`config.mk`:
```
export PLATFORM = sky130hd
export DESIGN_NAME = counter_data_ports
export DESIGN_NICKNAME = d
export VERILOG_FILES = /design/src/include/counter_data_ports_pkg.sv /design/src/core/counter_data_ports.sv
export VERILOG_INCLUDE_DIRS = /design/src /design/src/include
export SDC_FILE = /design/constraint.sdc
export NUM_CORES = 1
export LEC_CHECK = 0
export BUFFER_PORTS_ARGS = -buffer_cell sky130_fd_sc_hd__buf_2
export CELL_PAD_IN_SITES_DETAIL_PLACEMENT = 2
export CELL_PAD_IN_SITES_GLOBAL_PLACEMENT = 2
export CORE_ASPECT_RATIO = 1.25
export CORE_MARGIN = 1
export CORE_UTILIZATION = 40
export CTS_CLUSTER_DIAMETER = 60
export CTS_CLUSTER_SIZE = 40
export DETAILED_ROUTE_END_ITERATION = 8
export PLACE_DENSITY = 0.85
export SLEW_MARGIN = 0
export SYNTH_ARGS = -nofsm -noshare
export SYNTH_HDL_FRONTEND = slang
export SYNTH_SLANG_ARGS = --single-unit
```
`constraint.sdc`:
```
create_clock -name core_clk -period 8.6 [get_ports core_clk]
set_clock_uncertainty 0.05 [all_clocks]
set_input_delay 1.72 -clock core_clk [delete_from_list [all_inputs] [get_ports core_clk]]
set_output_delay 1.72 -clock core_clk [all_outputs]
set_load 0.02 [all_outputs]
```
`src/include/counter_data_ports_regs.svh`:
```
`ifndef COUNTER_DATA_PORTS_REGS_SVH
`define COUNTER_DATA_PORTS_REGS_SVH

// byte offsets on the register port
`define CDP_CNT_ONE_OFS 8'h18
`define CDP_CNT_TWO_OFS 8'h1a
`define CDP_CMD_OFS 8'h1e

// command byte fields
`define CDP_SEL_HI 7
`define CDP_SEL_LO 6
`define CDP_ACC_HI 5
`define CDP_ACC_LO 4
`define CDP_CTRL_HI 5

// counter select encodings
`define CDP_SEL_ONE 2'h0
`define CDP_SEL_TWO 2'h1
`define CDP_SEL_THREE 2'h2
`define CDP_SEL_READBACK 2'h3

// byte access encodings
`define CDP_ACC_LATCH 2'h0
`define CDP_ACC_LOW 2'h1
`define CDP_ACC_HIGH 2'h2
`define CDP_ACC_BOTH 2'h3

// read-back command bits, count and status flags are active low
`define CDP_RB_NCOUNT_BIT 5
`define CDP_RB_NSTATUS_BIT 4
`define CDP_RB_ONE_BIT 1
`define CDP_RB_TWO_BIT 2

// reset values
`define CDP_CTRL_RST 6'h30
`define CDP_BYTE_RST 8'h00
`define CDP_COUNT_RST 16'h0000

`endif

```
`src/include/counter_data_ports_pkg.sv`:
```
package counter_data_ports_pkg;

    typedef logic [7:0] byte_t;
    typedef logic [15:0] count_t;
    typedef logic [5:0] ctrl_t;
    typedef logic [1:0] field_t;

    // which byte of a two-byte transfer comes next
    typedef enum logic [1:0] {
        PTR_LOW = 2'b01,
        PTR_HIGH = 2'b10
    } byte_ptr_t;

endpackage

```
`src/core/counter_data_ports.sv`:
```
// Function
// - data port write loads counter start value
// - nothing latched: read returns live count
// - latched count or status read instead
// - latched data held until read out
// - only first status and count capture kept
// - latched 16-bit count: low then high
// - status first, then count bytes follow
// - byte-wide ports, 16 bits take two accesses
// - ports at offsets 18 and 1A hex
// - select field: counters 1,2,3, read-back
// - access field: latch, low, high, both
`timescale 1ns/10ps
`default_nettype none
`include "counter_data_ports_regs.svh"

module counter_data_ports (
    input wire logic core_clk,
    input wire logic resetn,
    input wire logic [7:0] reg_addr,
    input wire logic [7:0] reg_wdata,
    input wire logic reg_wr,
    input wire logic reg_rd,
    output logic [7:0] reg_rdata,
    input wire logic [15:0] count_one_live,
    input wire logic count_one_out,
    input wire logic count_one_null,
    output logic [15:0] count_one_load_value,
    output logic count_one_load_pulse,
    output logic [5:0] count_one_ctrl,
    input wire logic [15:0] count_two_live,
    input wire logic count_two_out,
    input wire logic count_two_null,
    output logic [15:0] count_two_load_value,
    output logic count_two_load_pulse,
    output logic [5:0] count_two_ctrl
);

    logic rst_meta_ff;
    logic rst_sync_ff;
    logic rst_n;

    // reset is asserted at once and released only after two edges
    always_ff @(posedge core_clk or negedge resetn) begin
        if (!resetn) begin
            rst_meta_ff <= 1'b0;
            rst_sync_ff <= 1'b0;
        end else begin
            rst_meta_ff <= 1'b1;
            rst_sync_ff <= rst_meta_ff;
        end
    end

    assign rst_n = rst_sync_ff;

    function automatic logic [7:0] port_ofs(input int idx);
        port_ofs = (idx == 0) ? `CDP_CNT_ONE_OFS : `CDP_CNT_TWO_OFS;
    endfunction

    function automatic logic [1:0] sel_code(input int idx);
        sel_code = (idx == 0) ? `CDP_SEL_ONE : `CDP_SEL_TWO;
    endfunction

    function automatic logic rb_pick(input logic [7:0] cmd, input int idx);
        rb_pick = (idx == 0) ? cmd[`CDP_RB_ONE_BIT] : cmd[`CDP_RB_TWO_BIT];
    endfunction

    wire logic cmd_wr;
    wire logic [1:0] cmd_sel;
    wire logic [1:0] cmd_acc;
    wire logic cmd_readback;

    assign cmd_wr = reg_wr && (reg_addr == `CDP_CMD_OFS);
    assign cmd_sel = reg_wdata[`CDP_SEL_HI:`CDP_SEL_LO];
    assign cmd_acc = reg_wdata[`CDP_ACC_HI:`CDP_ACC_LO];
    // counter three and its commands belong to another block
    assign cmd_readback = cmd_sel == `CDP_SEL_READBACK;

    wire logic [15:0] live_in [2];
    wire logic out_in [2];
    wire logic null_in [2];
    wire logic [7:0] rd_byte [2];
    wire logic data_rd [2];

    assign live_in[0] = count_one_live;
    assign live_in[1] = count_two_live;
    assign out_in[0] = count_one_out;
    assign out_in[1] = count_two_out;
    assign null_in[0] = count_one_null;
    assign null_in[1] = count_two_null;

    for (genvar i = 0; i < 2; i++) begin : gen_cnt
        counter_data_ports_pkg::ctrl_t ctrl_ff;
        counter_data_ports_pkg::byte_ptr_t ptr_ff;
        counter_data_ports_pkg::count_t hold_cnt_ff;
        counter_data_ports_pkg::byte_t hold_st_ff;
        counter_data_ports_pkg::byte_t low_buf_ff;
        counter_data_ports_pkg::count_t load_ff;
        logic cnt_held_ff;
        logic st_held_ff;
        logic load_pulse_ff;

        counter_data_ports_pkg::ctrl_t nxt_ctrl;
        counter_data_ports_pkg::byte_ptr_t nxt_ptr;
        counter_data_ports_pkg::count_t nxt_hold_cnt;
        counter_data_ports_pkg::byte_t nxt_hold_st;
        counter_data_ports_pkg::byte_t nxt_low_buf;
        counter_data_ports_pkg::count_t nxt_load;
        logic nxt_cnt_held;
        logic nxt_st_held;
        logic nxt_load_pulse;

        wire logic port_hit;
        wire logic data_wr;
        wire logic mode_wr;
        wire logic cnt_cap;
        wire logic st_cap;
        wire logic [1:0] acc;
        wire logic take_high;
        wire logic last_byte;
        wire logic [7:0] status_now;
        wire logic [15:0] src_cnt;
        wire logic cnt_rd;
        wire logic advance;

        assign port_hit = reg_addr == port_ofs(i);
        assign data_wr = reg_wr && port_hit;
        assign data_rd[i] = reg_rd && port_hit;
        assign acc = ctrl_ff[`CDP_CTRL_HI:`CDP_ACC_LO];

        // a command naming this counter with a byte access mode
        assign mode_wr = cmd_wr && (cmd_sel == sel_code(i)) && (cmd_acc != `CDP_ACC_LATCH);

        // later captures are dropped while earlier ones wait to be read
        assign cnt_cap = cmd_wr && !cnt_held_ff
            && (((cmd_sel == sel_code(i)) && (cmd_acc == `CDP_ACC_LATCH))
            || (cmd_readback && !reg_wdata[`CDP_RB_NCOUNT_BIT] && rb_pick(reg_wdata, i)));
        assign st_cap = cmd_wr && !st_held_ff && cmd_readback
            && !reg_wdata[`CDP_RB_NSTATUS_BIT] && rb_pick(reg_wdata, i);

        // byte selection shared by reads and writes
        assign take_high = (acc == `CDP_ACC_HIGH)
            || ((acc == `CDP_ACC_BOTH) && (ptr_ff == counter_data_ports_pkg::PTR_HIGH));
        assign last_byte = (acc != `CDP_ACC_BOTH) || (ptr_ff == counter_data_ports_pkg::PTR_HIGH);

        assign status_now = {out_in[i], null_in[i], ctrl_ff};
        assign src_cnt = cnt_held_ff ? hold_cnt_ff : live_in[i];
        // status goes out ahead of any held count and uses no byte slot
        assign rd_byte[i] = st_held_ff ? hold_st_ff
            : (take_high ? src_cnt[15:8] : src_cnt[7:0]);
        assign cnt_rd = data_rd[i] && !st_held_ff;
        assign advance = (data_wr || cnt_rd) && (acc == `CDP_ACC_BOTH);

        always_comb begin
            nxt_ctrl = ctrl_ff;
            nxt_ptr = ptr_ff;
            nxt_hold_cnt = hold_cnt_ff;
            nxt_hold_st = hold_st_ff;
            nxt_low_buf = low_buf_ff;
            nxt_load = load_ff;
            nxt_cnt_held = cnt_held_ff;
            nxt_st_held = st_held_ff;
            nxt_load_pulse = 1'b0;
            if (mode_wr) begin
                nxt_ctrl = reg_wdata[`CDP_CTRL_HI:0];
                nxt_ptr = counter_data_ports_pkg::PTR_LOW;
            end else if (advance) begin
                nxt_ptr = (ptr_ff == counter_data_ports_pkg::PTR_LOW)
                    ? counter_data_ports_pkg::PTR_HIGH : counter_data_ports_pkg::PTR_LOW;
            end
            if (data_wr) begin
                unique case (acc)
                    `CDP_ACC_LOW: nxt_load = {8'h00, reg_wdata};
                    `CDP_ACC_HIGH: nxt_load = {reg_wdata, 8'h00};
                    default: begin
                        if (take_high) begin
                            nxt_load = {reg_wdata, low_buf_ff};
                        end else begin
                            nxt_low_buf = reg_wdata;
                        end
                    end
                endcase
                nxt_load_pulse = last_byte;
            end
            // held values only leave when read, counting does not touch them
            if (cnt_rd && cnt_held_ff && last_byte) begin
                nxt_cnt_held = 1'b0;
            end
            if (data_rd[i] && st_held_ff) begin
                nxt_st_held = 1'b0;
            end
            if (cnt_cap) begin
                nxt_hold_cnt = live_in[i];
                nxt_cnt_held = 1'b1;
            end
            if (st_cap) begin
                nxt_hold_st = status_now;
                nxt_st_held = 1'b1;
            end
        end

        always_ff @(posedge core_clk or negedge rst_n) begin
            if (!rst_n) begin
                ctrl_ff <= `CDP_CTRL_RST;
                ptr_ff <= counter_data_ports_pkg::PTR_LOW;
                hold_cnt_ff <= `CDP_COUNT_RST;
                hold_st_ff <= `CDP_BYTE_RST;
                low_buf_ff <= `CDP_BYTE_RST;
                load_ff <= `CDP_COUNT_RST;
                cnt_held_ff <= 1'b0;
                st_held_ff <= 1'b0;
                load_pulse_ff <= 1'b0;
            end else begin
                ctrl_ff <= nxt_ctrl;
                ptr_ff <= nxt_ptr;
                hold_cnt_ff <= nxt_hold_cnt;
                hold_st_ff <= nxt_hold_st;
                low_buf_ff <= nxt_low_buf;
                load_ff <= nxt_load;
                cnt_held_ff <= nxt_cnt_held;
                st_held_ff <= nxt_st_held;
                load_pulse_ff <= nxt_load_pulse;
            end
        end
    end

    assign count_one_load_value = gen_cnt[0].load_ff;
    assign count_one_load_pulse = gen_cnt[0].load_pulse_ff;
    assign count_one_ctrl = gen_cnt[0].ctrl_ff;
    assign count_two_load_value = gen_cnt[1].load_ff;
    assign count_two_load_pulse = gen_cnt[1].load_pulse_ff;
    assign count_two_ctrl = gen_cnt[1].ctrl_ff;

    logic [7:0] rdata_ff;
    wire logic [7:0] nxt_rdata;

    // read data stands for one cycle only, other addresses read zero
    assign nxt_rdata = data_rd[0] ? rd_byte[0] : (data_rd[1] ? rd_byte[1] : `CDP_BYTE_RST);

    always_ff @(posedge core_clk or negedge rst_n) begin
        if (!rst_n) begin
            rdata_ff <= `CDP_BYTE_RST;
        end else begin
            rdata_ff <= nxt_rdata;
        end
    end

    assign reg_rdata = rdata_ff;

endmodule
`default_nettype wire

```
; ---- After elaboration in Yosys (flattened, before gate mapping)
; Cells that the tools add are included.
[totals]
register_bits = 128
output_inout_bits = 54
[op_classes]
n_eq_ne = 17
muxes = 28
bitwise_logic = 4
reduce_logical = 69
[ops]
columns = op, count
row1 = 2-to-1 mux 16 bit, 4
row2 = one-hot mux 16 bit (2 select lines), 2
row3 = 2-to-1 mux 8 bit, 6
row4 = logical AND 1 bit, 38
row5 = "equality test 8 x 5 -> 1 bit, second input constant", 3
row6 = "equality test 2 bit, second input constant", 7
row7 = nonzero test 2 bit, 7
row8 = 2-to-1 mux 2 bit, 6
row9 = "equality test 2 x 1 -> 1 bit, second input constant", 5
row10 = 2-to-1 mux 1 bit, 10
row11 = logical OR 1 bit, 8
row12 = logical NOT 1 bit, 6
row13 = AND reduction 3 bit, 2
row14 = nonzero test 3 bit, 2
row15 = logical NOT 2 bit, 2
row16 = "inequality test 2 bit, second input constant", 2
row17 = inverter 1 bit, 4
row18 = AND reduction 2 bit, 2
row19 = OR reduction 2 bit, 2

; ---- Depth between registers and ports, before layout
; Gate-level depths: netlist of run 1.
[depth]
depth_word = 7
mapped_depth = 7
ltp_nobuf = 6

; ---- Worst setup path after synthesis of run 1
; OpenSTA, ideal clock, no wires.
[synth_path]
path_type = input -> register
from = in reg_addr[5]
to = reg gen_cnt[1].hold_cnt_ff[10]
arrival_ns = 3.226
required_time_ns = 8.423
setup_slack_ns = 5.196
cell_stages = 6
n_path_buf = 2
cell_sequence = and4bb_1 > buf_4 > nand4_2 > nor4_4 > buf_6 > mux2_1
[synth_between]
elab_chain_cells = 4
[synth_rtl]
columns = item, line
row1 = "start, declared", counter_data_ports.sv:20  ; input wire logic [7:0] reg_addr,
row2 = equality test 8 x 5 -> 1 bit (no line), --
row3 = logical AND 1 bit, counter_data_ports.sv:73  ; assign cmd_wr = reg_wr && (reg_addr == `CDP_CMD_OFS);
row4 = logical AND 1 bit (2 in a row), counter_data_ports.sv:135  ; assign cnt_cap = cmd_wr && !cnt_held_ff
row5 = "end signal, assigned", counter_data_ports.sv:206  ; hold_cnt_ff <= `CDP_COUNT_RST;
row6 = "end signal, assigned", counter_data_ports.sv:216  ; hold_cnt_ff <= nxt_hold_cnt;
row7 = "end, declared", counter_data_ports.sv:95  ; counter_data_ports_pkg::count_t hold_cnt_ff;
; No other way between the ends.
; A chain may end at the register's enable or synchronous reset.

; ---- Final worst setup path of run 1
[layout_path]
from = in reg_addr[5]
to = reg gen_cnt[0].load_ff[5], in the netlist count_one_load_value[5]
[layout_between]
elab_chain_cells = 3
[layout_rtl]
columns = item, line
row1 = equality test 8 x 5 -> 1 bit, counter_data_ports.sv:126  ; assign port_hit = reg_addr == port_ofs(i);
row2 = logical AND 1 bit, counter_data_ports.sv:127  ; assign data_wr = reg_wr && port_hit;
row3 = AND reduction 2 bit (no line), --
row4 = "end signal, assigned", counter_data_ports.sv:209  ; load_ff <= `CDP_COUNT_RST;
row5 = "end signal, assigned", counter_data_ports.sv:219  ; load_ff <= nxt_load;
row6 = "end, declared", counter_data_ports.sv:98  ; counter_data_ports_pkg::count_t load_ff;
; No other way between the ends.

==> reports/metrics.yaml, run 1 <==
insertion_delay_ns: 0.42
hpwlAfterDp_mm: 13.3
grt_max_degree: 83
final_nets: 712
cts_tree: "yes"
critical_path.max_fanout: 16
dr_wl_met2_mm: 10.6
syn-instance-count: 551
first_iter_violations: 183
seq_area_frac_synth: 0.507
via_per_inst: 5.53
required_ns: 8.85
synth_seq_cells: 128
post_cts_buffers: 0
synth_edf_count: 0
post-route-util: 0.492
status: "completed"
gp_congestion: 0.738
layout_setup_ws_ns: 4.79
wl_met3_um: 878
diodes: 0
die_area_um2: 16300
drc: 0
hold_ws_ns: 0.279
max_cap_viol_count: 0
route.top_layer_used: "met4"
synth.cell_area_um2: 6330
powerDensity_nw_per_um2: 195
drive_gt1_frac: 0.367
fp.dieW_um: 115
finalSetupViolations: 0
track_usage: 0.266
clock_path_buffers: 2
synth_ff_type: "dfrtp_1"
synth.area.top_cells: "dfrtp_1 48%, mux2_2 14%, nand2_1 4.3%"
grt_pass1_wl_mm: 31.7
async_flop_share: 1.00
ioPinCount: 110
cts_buffers: 17
period_minus_slack_ns: 3.81
vdd_drop_max_mv: 0.134
netlist_top_cells_count: "122 x dfrtp_1, 77 x mux2_2, 72 x nand2_1, 31 x o21ai_0, 26 x inv_1"
critPathLaunchType: "primary input"
wire_per_inst_um: 23.0
worstMarginPinSlew_ns: 1.14
drt-met1-wl_mm: 7.93
clk_pin_slew_ns: 0.06
post_cts_resized: 0
h-tree-depth: 4
floorplan.rows: 51
grt_pass1_vias: 5731
end_kind: "flop"
synth_largest_area_cell: "dfrtp_1"
cp.arrival_ns: 4.07
dp_slack_ns: 4.38
synth_cell_types: 54
synth_fp_nets: 613
fmax_mhz: 262
core_area_um2: 15500
root_buffer: "clkbuf_16"
port_buffers: 109
drv_slew: 0
initial_core_util: 0.408
grt_overflow: 0
relSlewSlack: 0.235
finalHoldViolations: 0
post-synth-top-count-cell: "dfrtp_1"
rsz0062_at_grt: "no"
antenna_found_initial: 0
leakagePower_nw: 3.74
area_delta_synth_final_pct: 20.4
fin_crit_sh: 0.443
die_h_um: 143
ys_warn_count: 0
postCtsHoldBufs: 0
drtAntennaViolNets: 0
vias: 4842
clkSinkCount: 128
hp-class: "flop to asynchronous set/reset pin"
worst-setup-path-type: "primary input to flop"
synth_top_area_frac: 0.482
wl_mm: 20.1
syn_avg_cell_area_um2: 11.5
first_pass_iters: 4
finalSetupTns_ns: 0
## report_power, final
group / internal [mW] / switching [mW]
logic: 0.0336 / 0.0656
registers: 0.612 / 0.0136
clock network: 0.494 / 0.265
## logic make-up after synthesis
group | Yosys count | synth area share
adder cells (fa/ha/maj) | 6 | 0.0119
flip-flops | 128 | 0.507
AND/OR/NAND/NOR | 154 | 0.139
other | 1 | 0.000592
AO/OA/AOI/OAI | 85 | 0.0917
multiplexers | 118 | 0.209
buffers and inverters | 59 | 0.0407
## cell type report
class                           count  area, um2
Clock buffer                       27        513
Clock inverter                      5        100
Fill cell                        1581       7880
Inverter                           27        101
Multi-Input combinational cell    364       2860
Sequential cell                   128       3210
Tap cell                          212        265
Timing Repair Buffer              112        568
## worst max-delay path, stage by stage
cell      delay, ns
buf_2          0.10
and4bb_1       0.52
nand2_1        0.41
nor3_4         0.87
mux2_2         0.43
## registers in the layout, summed over array words and instances (netlist names), 2 cells and up
register	cells
count_one_load_value	16
reg_rdata	8
count_one_ctrl	6
gen_cnt.hold_st_ff	16
count_two_load_value	16
gen_cnt.hold_cnt_ff	32
gen_cnt.cnt_held_ff	2
gen_cnt.st_held_ff	2
gen_cnt.low_buf_ff	16
count_two_ctrl	6
gen_cnt.ptr_ff	4
## placed cells by master, fill, tap and decap left out, types with 9 or more instances in the layout
cell type	count
nand2b_1	20
mux2i_1	25
dfrtp_1	121
a22o_1	10
inv_1	26
mux2_1	11
o21ai_0	31
nand2_1	72
mux2_2	77
buf_2	109
a211oi_1	9
o2111ai_1	9
nand3_1	11
clkbuf_16	17
## worst paths after layout
check / depth (start not counted) / slack, ns / to / startpoint
worst max-delay path: 5 / 4.79 / count_one_load_value[5]$_DFFE_PN0P_ / reg_addr[5]
worst min-delay path: 0 / 0.28 / gen_cnt[1].hold_cnt_ff[4]$_DFFE_PN0P_ / rst_n$_DFF_PN0_
worst max register to register: 5 / 5.78 / count_one_load_value[5]$_DFFE_PN0P_ / count_one_ctrl[4]$_DFFE_PN1P_
worst min register to register: 0 / 0.28 / gen_cnt[1].hold_cnt_ff[4]$_DFFE_PN0P_ / rst_n$_DFF_PN0_
max in group asynchronous: 1 / 6.74 / count_one_load_value[0]$_DFFE_PN0P_ / rst_n$_DFF_PN0_
min in group core_clk: 0 / 0.31 / rst_n$_DFF_PN0_ / rst_meta_ff$_DFF_PN0_
## metrics by stage
stage	instance area, um2	power (mW)	std cells
3_3_place_gp	7010	0.725	843
5_1_grt	7620	1.52	875
2_1_floorplan	6330	0.687	551
4_1_cts	7620	1.49	875
6_report	7620	1.48	875
3_5_place_dp	7010	0.732	843
## metal layers
metal / vias up / track usage
met2: 156 / 0.485
met3: 50 / 0.0607
met1: 2487 / 0.289
met4: 0 / 0.126
li1: 2149 / -
met5: - / 0
Note: power is estimated with default switching activity, not from simulation.
==> run 2: changes to the inputs <==
--- a/config.mk
+++ b/config.mk
@@ -11,11 +11,11 @@
 export CELL_PAD_IN_SITES_GLOBAL_PLACEMENT = 2
 export CORE_ASPECT_RATIO = 1.25
 export CORE_MARGIN = 1
-export CORE_UTILIZATION = 40
+export CORE_UTILIZATION = 33
 export CTS_CLUSTER_DIAMETER = 60
 export CTS_CLUSTER_SIZE = 40
 export DETAILED_ROUTE_END_ITERATION = 8
-export PLACE_DENSITY = 0.85
+export PLACE_DENSITY = 0.75
 export SLEW_MARGIN = 0
 export SYNTH_ARGS = -nofsm -noshare
 export SYNTH_HDL_FRONTEND = slang
==> constraint.sdc (replaced) <==
create_clock -name core_clk -period 3.5 [get_ports core_clk]
set_clock_uncertainty 0.05 [all_clocks]
set_input_delay 0.7 -clock core_clk [delete_from_list [all_inputs] [get_ports core_clk]]
set_output_delay 0.7 -clock core_clk [all_outputs]
set_load 0.02 [all_outputs]
==> run 2 against run 1 <==
Net effect: final cell count is 3.0% higher; first-iteration DRC count increased by 15%; setup slack worse by 4.0 ns; sequential cell count unchanged; largest power group unchanged.
==> reports/metrics.yaml, run 2 (synthesis results as in run 1) <==
p_comb_frac: 0.066  # was 0.067
placed_area_um2: 7090  # was 7010 um2
die_h_um: 157  # was 143 um
largest-register: "gen_cnt.hold_cnt_ff"  # unchanged
wl_mm: 19.3  # was 20.1 mm
seqPwrFrac: 0.417  # was 0.421
gp_congestion: 0.776  # was 0.738
layout_setup_ws_ns: 0.794  # was 4.79 ns
via_per_inst: 5.34  # was 5.53
fp.dieW_um: 126  # was 115 um
h-tree-depth: 4  # unchanged
root_buffer: "clkbuf_16"  # unchanged
post_cts_buffers: 0  # unchanged
clkSinkCount: 128  # unchanged
intPower_mw: 2.80  # was 1.14 mW
cp.arrival_ns: 2.99  # was 4.07 ns
critPathTopFamily: "simple AND/OR/NAND/NOR gates"  # unchanged
vias: 4809  # was 4842
leakagePower_nw: 3.77  # was 3.74 nW
port_buffers: 109  # unchanged
finalSetupViolations: 0  # unchanged
drv_slew: 0  # unchanged
grt_pass1_vias: 5470  # was 5731
clkPwrFrac: 0.516  # was 0.512
status: "completed"  # unchanged
first_iter_violations: 210  # was 183
worstMarginPinSlew_ns: 0.943  # was 1.14 ns
relSlewSlack: 0.371  # was 0.235
required_ns: 3.78  # was 8.85 ns
regArea_um2: 3210  # unchanged
grt_overflow: 0  # unchanged
hp-class: "flop to asynchronous set/reset pin"  # unchanged
final_area_um2: 7720  # was 7620 um2
finalHoldViolations: 0  # unchanged
vdd_drop_max_mv: 0.324  # was 0.134 mV
clock_path_buffers: 2  # unchanged
drc: 0  # unchanged
fin_crit_sh: 0.773
grt_max_degree: 81  # was 83
worst-setup-path-type: "flop to flop"  # was primary input to flop
max_stage_delay_ns: 0.62  # was 0.87 ns
cts_tree: "yes"  # unchanged
cp_slowest_cell: "nor3_2"  # was nor3_4
switching_share: 0.238  # was 0.232
dp_slack_ns: 0.548  # was 4.38 ns
grt_pass1_wl_mm: 31.0  # was 31.7 mm
rsz0062_at_grt: "no"  # unchanged
stdcell_count: 901  # was 875
layout_common_cells: "121 x dfrtp_1, 109 x buf_2, 77 x mux2_2, 72 x nand2_1, 31 x o21ai_0"  # unchanged
core_area_um2: 18800  # was 15500 um2
area_delta_synth_final_pct: 22.0  # was 20.4%
final_common_cell: "dfrtp_1"  # unchanged
floorplan.rows: 56  # was 51
final_nets: 718  # was 712
finalSetupTns_ns: 0  # unchanged
clk_pin_slew_ns: 0.06  # about the same
critPathLaunchType: "flop"  # was primary input
cp_num_buf_inv: 1  # unchanged
max_cap_viol_count: 0  # unchanged
antenna_found_initial: 0  # unchanged
hold_ws_ns: 0.305  # was 0.279 ns
drtAntennaViolNets: 0  # unchanged
drive_gt1_frac: 0.377  # was 0.367
period_minus_slack_ns: 2.71
wire_per_inst_um: 21.5  # was 23.0 um
fmax_mhz: 370
diodes: 0  # unchanged
powerDensity_nw_per_um2: 476  # was 195 nW/um2
end_kind: "flop"  # unchanged
track_usage: 0.208  # was 0.266
total_power_mw: 3.68  # was 1.48 mW
hpwlAfterDp_mm: 13.8  # was 13.3 mm
cts_buffers: 17  # unchanged
r2r_slack_ns: 0.79  # was 5.78 ns
crit_chain: "ha_1, and3b_1, nor3_1, nor3_2, buf_4, mux2i_1"  # was buf_2, and4bb_1, nand2_1, nor3_4, mux2_2
place_inst: 868  # was 843
insertion_delay_ns: 0.42  # about the same
critical_path.max_fanout: 10  # was 16
fillCellCount: 2015  # was 1581
switchingPower_mw: 0.876  # was 0.344 mW
post_cts_resized: 0  # unchanged
first_pass_iters: 4  # unchanged
post-route-util: 0.411  # was 0.492
ioPinCount: 110  # unchanged
multi_input_area_um2: 2860  # unchanged
largest_reg_flops: 32  # unchanged
die_area_um2: 19700  # was 16300 um2
initial_core_util: 0.337  # was 0.408
-- run 2: area by class of cell --
type                       instances  area share
clock inverter                    13      0.0241
multi-input combinational        364       0.370
timing repair buffer             118      0.0813
inverter                          27      0.0131
tap                              232      0.0376
sequential                       128       0.416
clock buffer                      19      0.0573
-- run 2: worst paths after layout --
check	from	cells past startpoint	endpoint
min	rst_n$_DFF_PN0_	0	gen_cnt[1].hold_cnt_ff[2]$_DFFE_PN0P_
min reg2reg	rst_n$_DFF_PN0_	0	gen_cnt[1].hold_cnt_ff[2]$_DFFE_PN0P_
max in group asynchronous	rst_n$_DFF_PN0_	1	gen_cnt[0].ptr_ff[0]$_DFFE_PN1P_
max	count_two_ctrl[5]$_DFFE_PN1P_	6	count_two_load_value[14]$_DFFE_PN0P_
min in group core_clk	rst_meta_ff$_DFF_PN0_	0	rst_n$_DFF_PN0_
max reg2reg	count_two_ctrl[5]$_DFFE_PN1P_	6	count_two_load_value[14]$_DFFE_PN0P_
-- run 2: power groups by stage --
stage	sequential, mW	combinational, mW	clock [mW]
global route	1.54	0.269	1.99
floorplan	1.57	0.120	0
CTS	1.54	0.250	1.93
detailed placement	1.56	0.245	0
finish	1.54	0.244	1.90
global placement	1.56	0.235	0
-- run 2: worst reg2reg max path: cells and delay by family, from the launching register on --
family	cells	cell delay [ns]
fa+ha+maj	1	0.26
mux	1	0.23
simple gates	3	1.17
buf+inv	1	0.33
flops	1	0.59
-- run 2: routing by layer --
metal / track usage / part of all wire / vias up / routed length, um
met1: 0.247 / 0.42 / 2499 / 8190
met5: 0 / 0 / - / 0
met2: 0.368 / 0.52 / 123 / 9990
met3: 0.0390 / 0.036 / 29 / 701
met4: 0.0866 / 0.024 / 0 / 460
li1: - / - / 2158 / -
-- run 2: what timing repair did --
action	in CTS	in global routing
hold buffers	1	0
endpoints found under the hold margin	2	0
setup endpoints to repair	0	0
